`src/rtl/acmp_pkg.sv`:
```
// constants shared by the comparator control block
package acmp_pkg;

  // ----------------------------------------------------------------
  // register bus
  // ----------------------------------------------------------------
  localparam int unsigned ADDR_W = 2;
  localparam int unsigned DATA_W = 8;
  localparam logic [1:0] OFS_MUX_TRIG_CTRL = 2'h0;
  localparam logic [1:0] OFS_COMP_CTRL_STAT = 2'h1;
  localparam logic [1:0] OFS_DIG_IN_DISABLE = 2'h2;

  // ----------------------------------------------------------------
  // mux_and_trigger_control fields
  // ----------------------------------------------------------------
  localparam int unsigned BIT_NEG_MUX_ROUTE_EN = 6;
  localparam int unsigned BIT_TRIG_SRC_LSB = 0;
  localparam int unsigned TRIG_SRC_W = 3;
  localparam logic [7:0] RST_MUX_TRIG_CTRL = 8'h00;

  // ----------------------------------------------------------------
  // comparator_control_status fields
  // ----------------------------------------------------------------
  localparam int unsigned BIT_COMP_POWER_OFF = 7;
  localparam int unsigned BIT_BANDGAP_POS_SEL = 6;
  localparam int unsigned BIT_COMP_RESULT = 5;
  localparam int unsigned BIT_COMP_EVENT_FLAG = 4;
  localparam int unsigned BIT_COMP_IRQ_EN = 3;
  localparam int unsigned BIT_CAPTURE_ROUTE_EN = 2;
  localparam int unsigned BIT_EDGE_MODE_HI = 1;
  localparam int unsigned BIT_EDGE_MODE_LO = 0;
  localparam logic [7:0] RST_COMP_CTRL_STAT = 8'h00;

  // ----------------------------------------------------------------
  // digital_input_disable fields
  // ----------------------------------------------------------------
  localparam int unsigned BIT_NEG_PIN_INPUT_OFF = 1;
  localparam int unsigned BIT_POS_PIN_INPUT_OFF = 0;
  localparam logic [7:0] RST_DIG_IN_DISABLE = 8'h00;

  // ----------------------------------------------------------------
  // analog side and event modes
  // ----------------------------------------------------------------
  localparam int unsigned LEVEL_W = 10;
  localparam int unsigned CHAN_N = 8;
  localparam int unsigned CHAN_W = 3;
  localparam logic [1:0] MODE_TOGGLE = 2'h0;
  localparam logic [1:0] MODE_RESERVED = 2'h1;
  localparam logic [1:0] MODE_FALLING = 2'h2;
  localparam logic [1:0] MODE_RISING = 2'h3;

endpackage

```
`src/rtl/acmp_control.sv`:
```
// comparator input selection, result synchroniser, event flag and registers
//
// The placing of the registers and strobed register access were chosen for this implementation.
`timescale 1ns/10ps
`default_nettype none
// ------------------------------------------------------------------
// Overview of operation
// - raw result high when positive exceeds negative
// - result synchronised, three cycles late
// - mux enabled, converter off: channel is negative
// - channel select 000..111 picks channels 0..7
// - otherwise negative pin feeds negative input
// - power-off bit removes comparator power
// - bandgap select chooses bandgap or positive pin
// - selected event type sets event flag
// - interrupt vector execution clears event flag
// - writing one clears flag, zero keeps
// - irq needs flag, enable, global enable
// - capture route feeds result to capture
// - capture route off disconnects result completely
// - mode 00 toggle, 10 fall, 11 rise
// - input-off bit kills buffer, reads zero
// - converter enable is converter's own control
// ------------------------------------------------------------------
module acmp_control (
  input wire logic clock,
  input wire logic rst,
  input wire logic [acmp_pkg::ADDR_W-1:0] reg_addr,
  input wire logic [acmp_pkg::DATA_W-1:0] reg_wdata,
  input wire logic reg_wr,
  input wire logic reg_rd,
  output logic [acmp_pkg::DATA_W-1:0] reg_rdata,
  input wire logic converter_enable,
  input wire logic [acmp_pkg::CHAN_W-1:0] channel_select,
  input wire logic global_irq_enable,
  input wire logic comp_irq_vector_taken,
  input wire logic [acmp_pkg::LEVEL_W-1:0] comp_positive_pin,
  input wire logic [acmp_pkg::LEVEL_W-1:0] comp_negative_pin,
  input wire logic [acmp_pkg::LEVEL_W-1:0] bandgap_level,
  input wire logic [acmp_pkg::CHAN_N*acmp_pkg::LEVEL_W-1:0] channel_levels,
  input wire logic pos_pin_digital,
  input wire logic neg_pin_digital,
  output logic pos_pin_read,
  output logic neg_pin_read,
  output logic pos_pin_buffer_off,
  output logic neg_pin_buffer_off,
  output logic comp_power_off,
  output logic neg_channel_routed,
  output logic [acmp_pkg::CHAN_W-1:0] neg_channel,
  output logic bandgap_positive_select,
  output logic [acmp_pkg::TRIG_SRC_W-1:0] trigger_source,
  output logic comp_result,
  output logic comp_irq_req,
  output logic capture_input
);
  import acmp_pkg::*;

  // ----------------------------------------------------------------
  // configuration registers
  // ----------------------------------------------------------------
  logic neg_mux_route_enable_ff, nxt_neg_mux_route_enable;
  logic [TRIG_SRC_W-1:0] trigger_source_ff, nxt_trigger_source;
  logic comp_power_off_ff, nxt_comp_power_off;
  logic bandgap_positive_select_ff, nxt_bandgap_positive_select;
  logic comp_irq_enable_ff, nxt_comp_irq_enable;
  logic capture_route_enable_ff, nxt_capture_route_enable;
  logic [1:0] edge_mode_ff, nxt_edge_mode;
  logic pos_pin_input_off_ff, nxt_pos_pin_input_off;
  logic neg_pin_input_off_ff, nxt_neg_pin_input_off;
  logic wr_mux, wr_ctrl, wr_did;

  assign wr_mux = reg_wr && (reg_addr == OFS_MUX_TRIG_CTRL);
  assign wr_ctrl = reg_wr && (reg_addr == OFS_COMP_CTRL_STAT);
  assign wr_did = reg_wr && (reg_addr == OFS_DIG_IN_DISABLE);

  always_comb begin
    nxt_neg_mux_route_enable = neg_mux_route_enable_ff;
    nxt_trigger_source = trigger_source_ff;
    nxt_comp_power_off = comp_power_off_ff;
    nxt_bandgap_positive_select = bandgap_positive_select_ff;
    nxt_comp_irq_enable = comp_irq_enable_ff;
    nxt_capture_route_enable = capture_route_enable_ff;
    nxt_edge_mode = edge_mode_ff;
    nxt_pos_pin_input_off = pos_pin_input_off_ff;
    nxt_neg_pin_input_off = neg_pin_input_off_ff;
    if (wr_mux) begin
      nxt_neg_mux_route_enable = reg_wdata[BIT_NEG_MUX_ROUTE_EN];
      nxt_trigger_source = reg_wdata[BIT_TRIG_SRC_LSB +: TRIG_SRC_W];
    end
    if (wr_ctrl) begin
      nxt_comp_power_off = reg_wdata[BIT_COMP_POWER_OFF];
      nxt_bandgap_positive_select = reg_wdata[BIT_BANDGAP_POS_SEL];
      nxt_comp_irq_enable = reg_wdata[BIT_COMP_IRQ_EN];
      nxt_capture_route_enable = reg_wdata[BIT_CAPTURE_ROUTE_EN];
      nxt_edge_mode = {reg_wdata[BIT_EDGE_MODE_HI], reg_wdata[BIT_EDGE_MODE_LO]};
    end
    if (wr_did) begin
      nxt_pos_pin_input_off = reg_wdata[BIT_POS_PIN_INPUT_OFF];
      nxt_neg_pin_input_off = reg_wdata[BIT_NEG_PIN_INPUT_OFF];
    end
  end

  always_ff @(posedge clock or posedge rst) begin
    if (rst) begin
      neg_mux_route_enable_ff <= RST_MUX_TRIG_CTRL[BIT_NEG_MUX_ROUTE_EN];
      trigger_source_ff <= RST_MUX_TRIG_CTRL[BIT_TRIG_SRC_LSB +: TRIG_SRC_W];
      comp_power_off_ff <= RST_COMP_CTRL_STAT[BIT_COMP_POWER_OFF];
      bandgap_positive_select_ff <= RST_COMP_CTRL_STAT[BIT_BANDGAP_POS_SEL];
      comp_irq_enable_ff <= RST_COMP_CTRL_STAT[BIT_COMP_IRQ_EN];
      capture_route_enable_ff <= RST_COMP_CTRL_STAT[BIT_CAPTURE_ROUTE_EN];
      edge_mode_ff <= RST_COMP_CTRL_STAT[BIT_EDGE_MODE_HI:BIT_EDGE_MODE_LO];
      pos_pin_input_off_ff <= RST_DIG_IN_DISABLE[BIT_POS_PIN_INPUT_OFF];
      neg_pin_input_off_ff <= RST_DIG_IN_DISABLE[BIT_NEG_PIN_INPUT_OFF];
    end else begin
      neg_mux_route_enable_ff <= nxt_neg_mux_route_enable;
      trigger_source_ff <= nxt_trigger_source;
      comp_power_off_ff <= nxt_comp_power_off;
      bandgap_positive_select_ff <= nxt_bandgap_positive_select;
      comp_irq_enable_ff <= nxt_comp_irq_enable;
      capture_route_enable_ff <= nxt_capture_route_enable;
      edge_mode_ff <= nxt_edge_mode;
      pos_pin_input_off_ff <= nxt_pos_pin_input_off;
      neg_pin_input_off_ff <= nxt_neg_pin_input_off;
    end
  end

  // ----------------------------------------------------------------
  // input selection, comparison and synchroniser
  // ----------------------------------------------------------------
  logic route_channel;
  logic [LEVEL_W-1:0] pos_level, neg_level;
  logic raw_ff, nxt_raw;
  logic sync_meta_ff, comp_result_ff, prev_result_ff;
  logic neg_channel_routed_ff, nxt_neg_channel_routed;
  logic [CHAN_W-1:0] neg_channel_ff, nxt_neg_channel;

  // converter_enable is the converter's own enable control
  assign route_channel = neg_mux_route_enable_ff && !converter_enable;

  always_comb begin
    pos_level = comp_positive_pin;
    if (bandgap_positive_select_ff) begin
      pos_level = bandgap_level;
    end
    neg_level = comp_negative_pin;
    nxt_neg_channel_routed = 1'b0;
    nxt_neg_channel = neg_channel_ff;
    if (route_channel) begin
      neg_level = channel_levels[channel_select*LEVEL_W +: LEVEL_W];
      nxt_neg_channel_routed = 1'b1;
      nxt_neg_channel = channel_select;
    end
    // powered-down comparator gives a steady low
    nxt_raw = 1'b0;
    if (!comp_power_off_ff) begin
      nxt_raw = (pos_level > neg_level);
    end
  end

  always_ff @(posedge clock or posedge rst) begin
    if (rst) begin
      raw_ff <= 1'b0;
      sync_meta_ff <= 1'b0;
      comp_result_ff <= 1'b0;
      prev_result_ff <= 1'b0;
      neg_channel_routed_ff <= 1'b0;
      neg_channel_ff <= '0;
    end else begin
      raw_ff <= nxt_raw;
      sync_meta_ff <= raw_ff;
      comp_result_ff <= sync_meta_ff;
      prev_result_ff <= comp_result_ff;
      neg_channel_routed_ff <= nxt_neg_channel_routed;
      neg_channel_ff <= nxt_neg_channel;
    end
  end

  // ----------------------------------------------------------------
  // event detection, flag and interrupt request
  // ----------------------------------------------------------------
  logic rise_evt, fall_evt, event_hit;
  logic comp_event_flag_ff, nxt_comp_event_flag;
  logic comp_irq_req_ff, nxt_comp_irq_req;
  logic capture_input_ff, nxt_capture_input;

  assign rise_evt = comp_result_ff && !prev_result_ff;
  assign fall_evt = !comp_result_ff && prev_result_ff;

  always_comb begin
    case (edge_mode_ff)
      MODE_TOGGLE: event_hit = rise_evt || fall_evt;
      MODE_FALLING: event_hit = fall_evt;
      MODE_RISING: event_hit = rise_evt;
      MODE_RESERVED: event_hit = 1'b0;
      default: event_hit = 1'b0;
    endcase
    nxt_comp_event_flag = comp_event_flag_ff;
    if (comp_irq_vector_taken) begin
      nxt_comp_event_flag = 1'b0;
    end
    if (wr_ctrl && reg_wdata[BIT_COMP_EVENT_FLAG]) begin
      nxt_comp_event_flag = 1'b0;
    end
    // a new event outranks any clear in the same cycle
    if (event_hit) begin
      nxt_comp_event_flag = 1'b1;
    end
    nxt_comp_irq_req = nxt_comp_event_flag && nxt_comp_irq_enable && global_irq_enable;
    nxt_capture_input = 1'b0;
    if (capture_route_enable_ff) begin
      nxt_capture_input = comp_result_ff;
    end
  end

  always_ff @(posedge clock or posedge rst) begin
    if (rst) begin
      comp_event_flag_ff <= RST_COMP_CTRL_STAT[BIT_COMP_EVENT_FLAG];
      comp_irq_req_ff <= 1'b0;
      capture_input_ff <= 1'b0;
    end else begin
      comp_event_flag_ff <= nxt_comp_event_flag;
      comp_irq_req_ff <= nxt_comp_irq_req;
      capture_input_ff <= nxt_capture_input;
    end
  end

  // ----------------------------------------------------------------
  // pin read gating
  // ----------------------------------------------------------------
  logic pos_pin_read_ff, nxt_pos_pin_read;
  logic neg_pin_read_ff, nxt_neg_pin_read;

  always_comb begin
    nxt_pos_pin_read = pos_pin_digital && !nxt_pos_pin_input_off;
    nxt_neg_pin_read = neg_pin_digital && !nxt_neg_pin_input_off;
  end

  always_ff @(posedge clock or posedge rst) begin
    if (rst) begin
      pos_pin_read_ff <= 1'b0;
      neg_pin_read_ff <= 1'b0;
    end else begin
      pos_pin_read_ff <= nxt_pos_pin_read;
      neg_pin_read_ff <= nxt_neg_pin_read;
    end
  end

  // ----------------------------------------------------------------
  // register read port
  // ----------------------------------------------------------------
  logic [DATA_W-1:0] rdata_ff, nxt_rdata;

  always_comb begin
    nxt_rdata = '0;
    if (reg_rd) begin
      case (reg_addr)
        OFS_MUX_TRIG_CTRL: begin
          nxt_rdata[BIT_NEG_MUX_ROUTE_EN] = neg_mux_route_enable_ff;
          nxt_rdata[BIT_TRIG_SRC_LSB +: TRIG_SRC_W] = trigger_source_ff;
        end
        OFS_COMP_CTRL_STAT: begin
          nxt_rdata[BIT_COMP_POWER_OFF] = comp_power_off_ff;
          nxt_rdata[BIT_BANDGAP_POS_SEL] = bandgap_positive_select_ff;
          nxt_rdata[BIT_COMP_RESULT] = comp_result_ff;
          nxt_rdata[BIT_COMP_EVENT_FLAG] = comp_event_flag_ff;
          nxt_rdata[BIT_COMP_IRQ_EN] = comp_irq_enable_ff;
          nxt_rdata[BIT_CAPTURE_ROUTE_EN] = capture_route_enable_ff;
          nxt_rdata[BIT_EDGE_MODE_HI] = edge_mode_ff[1];
          nxt_rdata[BIT_EDGE_MODE_LO] = edge_mode_ff[0];
        end
        OFS_DIG_IN_DISABLE: begin
          nxt_rdata[BIT_NEG_PIN_INPUT_OFF] = neg_pin_input_off_ff;
          nxt_rdata[BIT_POS_PIN_INPUT_OFF] = pos_pin_input_off_ff;
        end
        default: nxt_rdata = '0;
      endcase
    end
  end

  always_ff @(posedge clock or posedge rst) begin
    if (rst) begin
      rdata_ff <= '0;
    end else begin
      rdata_ff <= nxt_rdata;
    end
  end

  // ----------------------------------------------------------------
  // outputs
  // ----------------------------------------------------------------
  assign reg_rdata = rdata_ff;
  assign pos_pin_read = pos_pin_read_ff;
  assign neg_pin_read = neg_pin_read_ff;
  assign pos_pin_buffer_off = pos_pin_input_off_ff;
  assign neg_pin_buffer_off = neg_pin_input_off_ff;
  assign comp_power_off = comp_power_off_ff;
  assign neg_channel_routed = neg_channel_routed_ff;
  assign neg_channel = neg_channel_ff;
  assign bandgap_positive_select = bandgap_positive_select_ff;
  assign trigger_source = trigger_source_ff;
  assign comp_result = comp_result_ff;
  assign comp_irq_req = comp_irq_req_ff;
  assign capture_input = capture_input_ff;

endmodule
`default_nettype wire

```
`config.mk`:
```
export PLATFORM = sky130hd
export DESIGN_NAME = acmp_control
export DESIGN_NICKNAME = d
export VERILOG_FILES = /design/src/rtl/acmp_pkg.sv /design/src/rtl/acmp_control.sv
export SDC_FILE = /design/constraint.sdc
export NUM_CORES = 1
export LEC_CHECK = 0
export CORE_MARGIN = 2
export CORE_UTILIZATION = 64
export DETAILED_ROUTE_END_ITERATION = 7
export DONT_BUFFER_PORTS = 1
export HOLD_SLACK_MARGIN = 0.05
export PLACE_DENSITY = 0.8
export SYNTH_ARGS = -nofsm -noshare
export SYNTH_HDL_FRONTEND = slang
export SYNTH_SLANG_ARGS = --single-unit
export TNS_END_PERCENT = 100
```
`constraint.sdc`:
```
create_clock -name clock -period 2.95 [get_ports clock]
set_input_delay 0.4425 -clock clock [delete_from_list [all_inputs] [get_ports clock]]
set_output_delay 0.4425 -clock clock [all_outputs]
set_load 0.005 [all_outputs]
```
==> reports/qor.yml <==
drt_wl_total_mm: 5.73
place_hpwl_mm: 4.81
vias_per_cell: 6.90
finClkSkew_ps: 8.68
die_y_um: 64.4
antenna_cells: 0
nets: 325
drive_above_1_share_pct: 35.2
min_path_type: "in2reg"
ys_ff_latch: 33
ys_seq_area_share_pct: 35.4
grt_overflow: 0
placedInstanceArea_um2: 2350
yosysMostFrequentCell: "dfrtp_1"
clockBufferDepth: 2
crit_chain: "mux2_2, ha_1, and3_1, nand3_1, o211a_1, a2111oi_0"
crit_type: "reg2reg"
max_stage_delay_ps: 700
antenna_found_initial: 0
timing.hold.ws_ps: 200
p_leak_nw: 1.09
hold_depth: 2
yosysTopAreaCell: "dfrtp_1"
syn_inst: 181
htreeDepth: 2
final-max-slew-violation-count: 0
synthToLayoutAreaGrowth_pct: 3.05
synth_flop_cell: "dfrtp_1"
status: "complete, no violations"
die_w_um: 64.4
tightestPinTransition_ps: 602
worst-r2r-setup-slack_ps: 320
track_usage_pct: 28.4
cts-root-buf: "clkbuf_4"
synth_warnings: 0
fin_setup_tns_ps: 0
post-route-util_pct: 70.5
synth_nets: 325
power_density_nw_per_um2: 500
clock_latency_ps: 350
netlist_area_um2: 2340
async_reset_ff_share_pct: 100
dr.pass1.iters: 4
dieArea_um2: 4150
period_share_pct: 89.3
start_kind: "flip-flop"
num_vias: 1574
antenna_left: 0
yosys-top-cells-area: "dfrtp_1 35%, mux4_2 16%, mux2_2 12%"
hold_violations: 0
wl_per_cell_um: 25.1
drc: 0
postCtsSetupRepairBufs: 0
drt_iter0_drc: 70
grt.busiest_layer: "met2"
required_ps: 3140
cts_buffers: 5
drv_cap: 0
cts_sinks: 33
grt_max_degree: 27
vdd_drop_max_mv: 0.382
path_clk_slew_ps: 110
crit_slowest_cell: "dfrtp_1"
grt_pass1_vias: 1693
max_freq_ghz: 0.380
gr-usage-met3_pct: 7.81
synth_commonest_cells: "33 x dfrtp_1, 24 x mux2_2, 17 x mux4_2"
crit_arrival_ps: 2830
rows: 21
crit_path_end_kind: "flip-flop"
setup_viol: 0
io_buffers: 0
coreArea_um2: 3420
hold_end: "pos_pin_read$_DFF_PP0_"
grt_pass1_wl_mm: 8.48
critPathTopFamily: "compound AO/OA/AOI/OAI gates"
start_util_pct: 68.4
reg2reg_from: "bandgap_positive_select$_DFFE_PP0P_"
crit_fanout: 13
use_met1_pct: 32.3
fin_area_um2: 2410
gp_congestion: 0.873
synth_edf_count: 0
synth_area_per_cell_um2: 12.9
cts_tree: "yes"
r2r_cells: 6
hp-start: "pos_pin_digital"
synth_cell_type_count: 35
min_period_ps: 2630
maxSlewHeadroom_pct: 59.8
worstReg2RegEnd: "raw_ff$_DFF_PP0_"
synth.top_cell.area_share_pct: 35.4
use_met2_pct: 49.1
pin_count: 156
grt_setup_unrepaired: "no"
cp_num_buf_inv: 0
-- worst max-delay path by stage --
stage / startpoint / to / slack, ps / cells past startpoint
2_1_floorplan: channel_select[0] / raw_ff$_DFF_PP0_ / 600 / 10
3_3_place_gp: channel_select[0] / raw_ff$_DFF_PP0_ / 510 / 9
3_5_place_dp: channel_select[0] / raw_ff$_DFF_PP0_ / 310 / 9
4_1_cts: bandgap_positive_select$_DFFE_PP0P_ / raw_ff$_DFF_PP0_ / 390 / 6
5_1_grt: bandgap_positive_select$_DFFE_PP0P_ / raw_ff$_DFF_PP0_ / 250 / 6
6_report: bandgap_positive_select$_DFFE_PP0P_ / raw_ff$_DFF_PP0_ / 320 / 6
-- worst register-to-register path, delay by kind of cell (launching register included) --
| kind | cells | cell delay (ps) |
|---|---|---|
| AO/OA/AOI/OAI | 2 | 740 |
| AND/OR/NAND/NOR | 2 | 320 |
| flip-flops | 1 | 700 |
| multiplexers | 1 | 420 |
| adder cells (fa/ha/maj) | 1 | 300 |
-- cells by family after synthesis --
family | count (synthesis) | share of synthesized area (%)
DFF | 33 | 35.4
adders and majority gates | 12 | 6.43
muxes | 60 | 38.4
AOI/OAI and AO/OA | 22 | 7.34
and+or+nand+nor | 36 | 8.25
buffers and inverters | 18 | 4.23
-- final cells by class --
| type | instances | area (um^2) |
|---|---|---|
| Multi-Input combinational cell | 130 | 1410 |
| Fill cell | 253 | 1010 |
| Sequential cell | 33 | 826 |
| Tap cell | 46 | 57.6 |
| Clock buffer | 6 | 41.3 |
| Timing Repair Buffer | 4 | 32.5 |
| Inverter | 7 | 26.3 |
| Clock inverter | 2 | 10.0 |
-- placed cells by master (no fill, tap or decap), types with 6 or more instances in the layout --
master	instances
ha_1	12
mux2_2	24
mux4_2	17
dfrtp_1	33
mux2i_1	15
o21ai_2	9
and3_1	6
inv_1	7
nand2_1	12
-- through the flow --
step / power, mW / cells / worst slack [ps]
after detailed placement: 0.959 / 219 / 312
after floorplan: 0.893 / 181 / 598
after global routing: 1.27 / 228 / 249
after CTS: 1.20 / 228 / 385
final: 1.20 / 228 / 316
after global placement: 0.925 / 219 / 512
-- state kept, by name (all words and copies together) (netlist names), 2 cells and up --
signal,flops
trigger_source,3
reg_rdata,8
edge_mode_ff,2
neg_channel,3
-- per-layer routing --
layer	routed length, um	up-vias
met3	460	16
met5	0	-
met2	2990	113
met4	174	0
met1	2100	760
li1	-	685
-- where the power goes --
group	internal, mW	switching [mW]	total [mW]
Sequential	0.532	0.0763	0.609
Clock	0.0906	0.161	0.252
Combinational	0.201	0.142	0.343
-- timing repair --
action / CTS / global route
hold buffers: 1 / 0
endpoints found under the hold margin: 7 / 0
gates resized for setup: 0 / 0
No activity file was read; power rests on OpenSTA's default activity.
